==> config.mk <==
export PLATFORM = sky130hd
export DESIGN_NAME = ext_access_ctrl
export DESIGN_NICKNAME = d
export VERILOG_FILES = /design/src/verilog/ext_access_pkg.sv /design/src/verilog/ext_access_ctrl.sv /design/src/verilog/ext_access_cycle.sv
export SDC_FILE = /design/constraint.sdc
export NUM_CORES = 1
export LEC_CHECK = 0
export ABC_AREA = 1
export BUFFER_PORTS_ARGS = -buffer_cell sky130_fd_sc_hd__buf_2
export CAP_MARGIN = 20
export CELL_PAD_IN_SITES_DETAIL_PLACEMENT = 1
export CELL_PAD_IN_SITES_GLOBAL_PLACEMENT = 1
export CORE_AREA = 4 4 130 132
export DETAILED_ROUTE_END_ITERATION = 16
export DIE_AREA = 0 0 134 136
export HOLD_SLACK_MARGIN = 0.02
export PLACE_DENSITY = 0.75
export SKIP_LAST_GASP = 1
export SYNTH_ARGS = -nofsm -noshare
export SYNTH_HDL_FRONTEND = slang
export SYNTH_SLANG_ARGS = --single-unit
==> constraint.sdc <==
create_clock -name clk_i -period 2 [get_ports clk_i]
set_input_delay 0.2 -clock clk_i [delete_from_list [all_inputs] [get_ports clk_i]]
set_output_delay 0.2 -clock clk_i [all_outputs]
set_load 0.005 [all_outputs]
==> src/verilog/ext_access_pkg.sv <==
// Purpose: shared constants and types for the external access controller
// Assumes: 200 MHz core clock, AHB-Lite register port, 32-bit data
// Notes:   all offsets, field positions and counts live here
package ext_access_pkg;

	// ======================================================================
	// register map (byte addresses)
	localparam logic [11:0] CFG_OFFSET     = 12'h000; // access mode register
	localparam logic [11:0] STATUS_OFFSET  = 12'h004; // effective mode, pins
	localparam logic [11:0] REQ_OFFSET     = 12'h008; // start an access
	localparam logic [11:0] RDATA_OFFSET   = 12'h00C; // last read data

	// ======================================================================
	// access mode field positions
	localparam int BIT_SLOW     = 0;
	localparam int BIT_PSEUDO   = 1;
	localparam int BIT_JOINED   = 2;
	localparam int BIT_STROBE   = 3;
	localparam int BIT_PIN_A    = 4;
	localparam int BIT_PIN_B    = 5;
	localparam int BIT_MASK     = 6;
	localparam logic [6:0] CFG_RESET = 7'h00;

	// halt forces bit0=0 bit1=1 bit2=1 bit3=0; only low four bits forced
	localparam logic [3:0] HALT_FORCE = 4'h6;

	// ======================================================================
	// timing
	localparam int CLK_PERIOD_NS = 5;
	localparam int FAST_NS       = 160;
	localparam int EXTRA_NS      = 160;
	localparam int FAST_CYC      = FAST_NS / CLK_PERIOD_NS;
	localparam int EXTRA_CYC     = EXTRA_NS / CLK_PERIOD_NS;
	localparam int CNT_W         = 8;

	// ======================================================================
	// types
	typedef enum logic [1:0] {
		ST_IDLE,
		ST_ACTIVE,
		ST_DONE
	} phase_t;

	typedef struct packed {
		logic        write;
		logic [11:0] addr;
		logic [15:0] wdata;
	} ext_req_t;

	typedef struct packed {
		logic        rd_n;
		logic        wr_n;
		logic        ds_n;
		logic        rnw;
	} strobe_t;

endpackage
==> src/verilog/ext_access_ctrl.sv <==
// Purpose: access mode register and external local bus controller
// Assumes: AHB-Lite single word transfers, one clock, sync reset
// Notes:   software starts each external access via the request register
//
// The register offsets and the AHB-Lite interface to the registers were decided locally.
`timescale 1ns/1ps

// How it works
// - seven-bit mode register, mask bit optional
// - bit0 picks 160 or 320 ns access
// - bit1 picks slave or pseudo-slave role
// - bit2 picks split bytes or 16-bit bus
// - bit3 picks read/write strobes or strobe+direction
// - bit4 clear makes test pin A acknowledge
// - bit5 clear makes test pin B bus-available
// - halt forces mode bits to fixed values
// - halt release restores mode only if masked
// - slow mode stretches control signals 160 ns
// - slow read samples data 160 ns later
// - slow mode performs external access twice
// - slave mode drives four upper address lines
// - pseudo-slave adds eight lower address lines
// - split read zeroes the unselected byte half
// - split write floats the unselected byte half
// - A10,A11 both low selects lower lane
module ext_access_ctrl #(
	parameter int CFG_W = 7
) (
	input  wire logic        clk_i,
	input  wire logic        rst_n_i,
	// ahb-lite slave
	input  wire logic        hsel,
	input  wire logic [31:0] haddr,
	input  wire logic [1:0]  htrans,
	input  wire logic        hwrite,
	input  wire logic [2:0]  hsize,
	input  wire logic [31:0] hwdata,
	input  wire logic        hready,
	output logic      [31:0] hrdata,
	output logic             hreadyout,
	output logic             hresp,
	// external halt
	input  wire logic        halt_i,
	// local bus
	output logic      [3:0]  upper_local_addr_o,
	output logic      [7:0]  sys_addr_data_lines_o,
	output logic             sys_addr_data_lines_oe_o,
	input  wire logic [15:0] data_i,
	output logic      [15:0] data_o,
	output logic      [1:0]  data_oe_o,
	output logic             rd_n_o,
	output logic             wr_n_o,
	output logic             data_strobe_n_o,
	output logic             rnw_o,
	// test pins
	input  wire logic        test_pin_a_i,
	input  wire logic        test_pin_b_i,
	output logic             bus_ack_o,
	output logic             bus_avail_o
);
	logic [CFG_W-1:0]              access_mode_reg_q;
	logic [CFG_W-1:0]              shadow_q;
	logic                          halt_q;
	logic [6:0]                    eff_mode;
	logic                          ap_valid_q;
	logic                          ap_write_q;
	logic [11:0]                   ap_addr_q;
	ext_access_pkg::ext_req_t      req_q;
	ext_access_pkg::phase_t        state_q;
	logic                          second_q;
	logic                          start;
	logic                          active;
	logic                          sample;
	logic [15:0]                   rdata_q;
	logic                          lane_hi;
	logic                          busy;
	logic                          req_wr;
	logic                          cfg_wr;
	ext_access_pkg::strobe_t       strb;

	// ======================================================================
	// bus slave address phase capture
	always_ff @(posedge clk_i) begin
		if (!rst_n_i) begin
			ap_valid_q <= 1'b0;
			ap_write_q <= 1'b0;
			ap_addr_q  <= '0;
		end else if (hready) begin
			ap_valid_q <= hsel && htrans[1];
			ap_write_q <= hwrite;
			ap_addr_q  <= haddr[11:0];
		end
	end

	// zero-wait slave, always OKAY
	assign hreadyout = 1'b1;
	assign hresp     = 1'b0;
	assign req_wr    = ap_valid_q && ap_write_q &&
		ap_addr_q == ext_access_pkg::REQ_OFFSET && !busy;
	// mode write in its data phase; refused while halt holds the bus so
	// the shadow keeps the last value that software really chose
	assign cfg_wr    = ap_valid_q && ap_write_q &&
		ap_addr_q == ext_access_pkg::CFG_OFFSET && !halt_i;

	// ======================================================================
	// access mode register and shadow; halt overrides the live copy
	always_ff @(posedge clk_i) begin
		if (!rst_n_i) begin
			access_mode_reg_q <= CFG_W'(ext_access_pkg::CFG_RESET);
			shadow_q          <= CFG_W'(ext_access_pkg::CFG_RESET);
			halt_q            <= 1'b0;
		end else begin
			halt_q <= halt_i;
			if (cfg_wr) begin
				access_mode_reg_q <= hwdata[CFG_W-1:0];
				shadow_q          <= hwdata[CFG_W-1:0];
			end else if (halt_i) begin
				access_mode_reg_q[3:0] <=
					ext_access_pkg::HALT_FORCE;
			end else if (halt_q) begin
				// release: restore only when the mask bit is set
				if (CFG_W > ext_access_pkg::BIT_MASK &&
				    shadow_q[CFG_W-1])
					access_mode_reg_q <= shadow_q;
			end
		end
	end

	// effective mode; the halt value is visible in the same cycle
	always_comb begin
		eff_mode = 7'(access_mode_reg_q);
		if (halt_i)
			eff_mode[3:0] = ext_access_pkg::HALT_FORCE;
	end

	// ======================================================================
	// request capture and repeat sequencing
	always_ff @(posedge clk_i) begin
		if (!rst_n_i) begin
			req_q    <= '0;
			state_q  <= ext_access_pkg::ST_IDLE;
			second_q <= 1'b0;
		end else begin
			case (state_q)
			ext_access_pkg::ST_IDLE: begin
				if (req_wr) begin
					req_q.write <= hwdata[28];
					req_q.addr  <= hwdata[27:16];
					req_q.wdata <= hwdata[15:0];
					second_q    <= 1'b0;
					state_q     <= ext_access_pkg::ST_ACTIVE;
				end
			end
			ext_access_pkg::ST_ACTIVE: begin
				if (sample)
					state_q <= ext_access_pkg::ST_DONE;
			end
			ext_access_pkg::ST_DONE: begin
				// slow mode repeats the external access once
				if (eff_mode[ext_access_pkg::BIT_SLOW] && !second_q) begin
					second_q <= 1'b1;
					state_q  <= ext_access_pkg::ST_ACTIVE;
				end else begin
					state_q <= ext_access_pkg::ST_IDLE;
				end
			end
			default: state_q <= ext_access_pkg::ST_IDLE;
			endcase
		end
	end

	assign busy  = (state_q != ext_access_pkg::ST_IDLE);
	assign start = (state_q == ext_access_pkg::ST_ACTIVE) && !active;

	ext_access_cycle u_cycle (
		.clk_i    (clk_i),
		.rst_n_i  (rst_n_i),
		.start_i  (start),
		.slow_i   (eff_mode[ext_access_pkg::BIT_SLOW]),
		.active_o (active),
		.sample_o (sample)
	);

	// ======================================================================
	// lane select: both A10 and A11 low picks the lower byte
	assign lane_hi = |req_q.addr[11:10];

	// read capture; split mode zeroes the unused half. both passes are
	// stored, software keeps the second
	always_ff @(posedge clk_i) begin
		if (!rst_n_i) begin
			rdata_q <= '0;
		end else if (sample && !req_q.write) begin
			if (eff_mode[ext_access_pkg::BIT_JOINED])
				rdata_q <= data_i;
			else if (lane_hi)
				rdata_q <= {data_i[15:8], 8'h00};
			else
				rdata_q <= {8'h00, data_i[7:0]};
		end
	end

	// ======================================================================
	// address outputs
	always_ff @(posedge clk_i) begin
		if (!rst_n_i) begin
			upper_local_addr_o       <= '0;
			sys_addr_data_lines_o    <= '0;
			sys_addr_data_lines_oe_o <= 1'b0;
		end else begin
			upper_local_addr_o <= req_q.addr[11:8];
			sys_addr_data_lines_o <= req_q.addr[7:0];
			sys_addr_data_lines_oe_o <= active &&
				eff_mode[ext_access_pkg::BIT_PSEUDO];
		end
	end

	// ======================================================================
	// strobes and write data
	always_comb begin
		strb.rd_n = 1'b1;
		strb.wr_n = 1'b1;
		strb.ds_n = 1'b1;
		strb.rnw  = 1'b1;
		if (active) begin
			if (eff_mode[ext_access_pkg::BIT_STROBE]) begin
				strb.ds_n = 1'b0;
				strb.rnw  = !req_q.write;
			end else begin
				strb.rd_n = req_q.write;
				strb.wr_n = !req_q.write;
			end
		end
	end

	always_ff @(posedge clk_i) begin
		if (!rst_n_i) begin
			rd_n_o          <= 1'b1;
			wr_n_o          <= 1'b1;
			data_strobe_n_o <= 1'b1;
			rnw_o           <= 1'b1;
			data_o          <= '0;
			data_oe_o       <= 2'b00;
		end else begin
			rd_n_o          <= strb.rd_n;
			wr_n_o          <= strb.wr_n;
			data_strobe_n_o <= strb.ds_n;
			rnw_o           <= strb.rnw;
			data_o          <= req_q.wdata;
			if (!(active && req_q.write))
				data_oe_o <= 2'b00;
			else if (eff_mode[ext_access_pkg::BIT_JOINED])
				data_oe_o <= 2'b11;
			else
				data_oe_o <= {lane_hi, !lane_hi};
		end
	end

	// ======================================================================
	// test pin roles
	always_ff @(posedge clk_i) begin
		if (!rst_n_i) begin
			bus_ack_o   <= 1'b0;
			bus_avail_o <= 1'b0;
		end else begin
			bus_ack_o <= !eff_mode[ext_access_pkg::BIT_PIN_A] &&
				test_pin_a_i;
			bus_avail_o <= !eff_mode[ext_access_pkg::BIT_PIN_B] &&
				test_pin_b_i;
		end
	end

	// ======================================================================
	// read mux: data is registered in the address phase, so a write that
	// is still in its data phase is forwarded. without this a read right
	// behind a mode write shows the old mode, and a status poll right
	// behind a request write sees idle and hands back stale read data
	always_ff @(posedge clk_i) begin
		if (!rst_n_i) begin
			hrdata <= '0;
		end else if (hready && hsel && htrans[1] && !hwrite) begin
			case (haddr[11:0])
			ext_access_pkg::CFG_OFFSET:
				hrdata <= cfg_wr ? 32'(hwdata[CFG_W-1:0]) :
					32'(access_mode_reg_q);
			ext_access_pkg::STATUS_OFFSET:
				hrdata <= {21'h0, test_pin_b_i, test_pin_a_i,
					busy || req_wr, halt_i, eff_mode};
			ext_access_pkg::RDATA_OFFSET:
				hrdata <= {16'h0000, rdata_q};
			default:
				hrdata <= 32'h00000000;
			endcase
		end
	end
endmodule

==> src/verilog/ext_access_cycle.sv <==
// Purpose: times one external access and its strobes
// Assumes: start is a one-cycle pulse while idle
// Notes:   slow mode keeps signals asserted for the extra interval
`timescale 1ns/1ps
module ext_access_cycle (
	input  wire logic clk_i,
	input  wire logic rst_n_i,
	input  wire logic start_i,
	input  wire logic slow_i,
	output logic      active_o,
	output logic      sample_o
);
	localparam logic [ext_access_pkg::CNT_W-1:0] FAST_LEN =
		ext_access_pkg::CNT_W'(ext_access_pkg::FAST_CYC);
	localparam logic [ext_access_pkg::CNT_W-1:0] SLOW_LEN =
		ext_access_pkg::CNT_W'(ext_access_pkg::FAST_CYC +
		ext_access_pkg::EXTRA_CYC);

	logic [ext_access_pkg::CNT_W-1:0] cnt_q;
	logic [ext_access_pkg::CNT_W-1:0] len_q;

	// ======================================================================
	// cycle counter: length latched at start so a mode write mid-access
	// cannot stretch or cut the cycle in flight
	always_ff @(posedge clk_i) begin
		if (!rst_n_i) begin
			cnt_q <= '0;
			len_q <= FAST_LEN;
		end else if (start_i && cnt_q == '0) begin
			cnt_q <= 8'h01;
			len_q <= slow_i ? SLOW_LEN : FAST_LEN;
		end else if (cnt_q != '0) begin
			cnt_q <= (cnt_q == len_q) ? '0 : cnt_q + 8'h01;
		end
	end

	assign active_o = (cnt_q != '0);
	// read data taken in the last cycle, later by the extra interval
	assign sample_o = (cnt_q != '0) && (cnt_q == len_q);
endmodule

==> flow_metrics.tcl <==
set metrics [dict create \
    status "finished clean" \
    synth_top_family_by_area "simple AND/OR/NAND/NOR gates" \
    synthesis.instances 743 \
    viasPerCell 4.57 \
    synthesis.area_mm2 0.00570 \
    grt_pass1_vias 4975 \
    pre_cts_ws_ns 0.299 \
    nets 953 \
    grt_overflow_total 0 \
    yosysWarnings 0 \
    cts_max_level 4 \
    regToRegSetupSlack_ns 0.32 \
    wire_per_inst_um 13.7 \
    rr_endpoint "req_q[27]" \
    cts.clk_slew.worst_paths_ns 0.06 \
    critPathMaxFanout 56 \
    grtUsageTotal 0.166 \
    setup_tns_ns 0 \
    cts_buffer_depth 2 \
    drv_cap 0 \
    power_density_mw_per_mm2 911 \
    numCtsBuffers 17 \
    drt_pre_antenna_iters 4 \
    num_vias 4958 \
    power.leakage_nw 3.28 \
    finalHoldViolations 0 \
    grt_pass1_wl_um 24400 \
    fillers 2009 \
    synth.area.top_cells "dfxtp_1 49%, nand2_1 10%, a21oi_1 7.5%" \
    synth_xor_area_frac 0.00461 \
    yosys.area_share.adder 0.00439 \
    finalWeightedCongestion 0.783 \
    final_area_mm2 0.00694 \
    drt_iter0_markers 184 \
    synth_area_leader_cell "dfxtp_1" \
    ant_nets 0 \
    setup_viol 0 \
    yosys_register_bits 140 \
    fin_util 0.442 \
    ios 164 \
    hpwl_um 10600 \
    clock_latency_ns 0.41 \
    core_mm2 0.0157 \
    min_period_ns 1.68 \
    finalCritPeriodShare 0.838 \
    place_area_mm2 0.00638 \
    cts_tree "built" \
    multiInputGateArea_mm2 0.00223 \
    fp.dieArea_mm2 0.0182 \
    relSlewSlack 0.587 \
    worstSetupPathType "flip-flop to flip-flop" \
    port-buffer-count 118 \
    rows 46 \
    seq_area_mm2 0.00280 \
    seq_area_frac_synth 0.492 \
    yosysUniqueCellTypes 34 \
    die_w_um 134 \
    critPathLaunch "ap_addr_q[3]" \
    drive_above_1_share 0.209 \
    rsz0062_at_grt "no" \
    drc 0 \
    yosys.area_share.simple 0.238 \
    synth_compound_area_frac 0.132 \
    finClkSkew_ns 0.00768 \
    drv_slew 0 \
    antenna_found_initial 0 \
    end_kind "flip-flop" \
    regToRegStartpoint "ap_addr_q[3]" \
    max_freq_ghz 0.596 \
    peakVddDrop_mv 0.561 \
    hold_path_class "input port to flip-flop" \
    worst_pin_slew_ns 0.618 \
    endpoint "req_q[27]" \
    wl_um 14900 \
    initial_core_util 0.363 \
    critPathArrivalTime_ns 1.96 \
    required_ns 2.28 \
    synth_top_area_frac 0.492 \
    cts.sink_count 140 \
    setup_slack_ns 0.323 \
    fp.dieH_um 136 \
    dp.cells 1054 \
    reg2regPathDepth 7 \
    postSynthAreaPerCell_um2 7.67 \
    cp-start-kind "flip-flop" \
    grt_max_degree 59 \
    final_cell_count_no_fill 1086 \
    muxShareOfSynthArea 0 \
    syn2layout_area_growth_pct 21.8 \
    clockRootBuffer "clkbuf_16" \
]
-- flip-flops by register name, indices dropped and copies added (netlist names), 2 cells and up --
register / cells
req_q: 29
data_o: 16
hrdata: 16
rdata_q: 16
ap_addr_q: 12
sys_addr_data_lines_o: 8
u_cycle.cnt_q: 8
access_mode_reg_q: 7
shadow_q: 7
upper_local_addr_o: 4
data_oe_o: 2
state_q: 2
u_cycle.len_q: 2
-- cell families (layout without fill, tap and decap cells) --
logic type,count (synthesis),count (layout)
compound gates,148,148
xor+xnor,3,3
fa+ha+maj,2,2
buf+inv,161,271
flops,140,140
other cells,2,19
simple gates,287,287
-- cells in the mapped netlist (all sizes together) --
| library cell | number |
|---|---|
| a21oi | 86 |
| or2 | 1 |
| conb | 2 |
| nor2 | 66 |
| xnor2 | 3 |
| o211ai | 1 |
| and3 | 1 |
| nand3 | 34 |
| buf | 29 |
| dfxtp | 140 |
| nand2 | 159 |
| nor3 | 8 |
| inv | 110 |
| ha | 2 |
| a31oi | 2 |
| nand3b | 1 |
| o21ai | 56 |
| nand4 | 17 |
| o22ai | 3 |
| clkinv | 2 |
| clkbuf | 20 |
-- metal layers --
metal,vias up,GRT usage,part of all wire
li1,2538,-,-
met1,2282,0.210,0.47
met2,122,0.275,0.46
met3,16,0.0466,0.060
met4,0,0.0537,0.012
met5,-,0,0
-- worst max-delay path: stages (launching register included) --
cell,delay [ns]
dfxtp_1,0.32
inv_1,0.05
or2_2,0.27
nor2_2,0.15
nand3_4,0.10
buf_4,0.30
o21ai_0,0.28
a21oi_1,0.07
-- cell usage in the layout, fill, tap and decap left out, types with 4 or more instances in the layout --
cell type / Yosys / routed
inv_1: 108 / 108
nand3_1: 32 / 32
dfxtp_1: 140 / 140
conb_1: 2 / 18
nor2_4: 6 / 6
nand4_1: 17 / 17
clkbuf_16: 0 / 17
a21oi_1: 85 / 85
clkinv_2: 0 / 4
nand2_2: 4 / 4
buf_4: 19 / 10
buf_2: 1 / 118
o21ai_1: 4 / 4
nor3_1: 7 / 7
nor2_2: 4 / 4
nand2_1: 152 / 152
nor2_1: 53 / 53
o21ai_0: 52 / 52
-- worst min-delay path by stage --
| stage | from | to | cells past startpoint |
|---|---|---|---|
| 3_5_place_dp | req_q[28] | wr_n_o | 1 |
| 2_1_floorplan | haddr[7] | ap_addr_q[7] | 2 |
| 6_report | haddr[8] | ap_addr_q[8] | 3 |
| 4_1_cts | haddr[8] | ap_addr_q[8] | 3 |
| 5_1_grt | haddr[9] | ap_addr_q[9] | 3 |
| 3_3_place_gp | req_q[28] | wr_n_o | 1 |
-- final cells by class --
type	instances	area share
tap	216	0.0389
clock buffer	23	0.0689
timing repair buffer	129	0.0973
clock inverter	7	0.00955
inverter	112	0.0606
multi-input combinational	458	0.321
sequential	140	0.404
antenna	1	0.000360
-- power breakdown --
part           leakage (nW)  switching [mW]  internal [mW]
Sequential             1.13          0.0364           2.85
Combinational          1.87           0.333          0.173
Clock                 0.269            1.14           1.79
-- metrics by stage --
step / hold WS, ns / power, mW
finish: 0.0366 / 6.32
CTS: 0.0239 / 6.39
global placement: 0.389 / 3.45
global route: 0.0402 / 6.58
floorplan: 0.332 / 3.30
detailed placement: 0.390 / 3.45
-- timing repair --
action,4_1_cts,5_1_grt
setup buffers,0,0
setup endpoints to repair,0,0
endpoints found under the hold margin,1,0
hold buffers,1,0
resized for setup,0,0
Power figures use the tool's default switching activity.
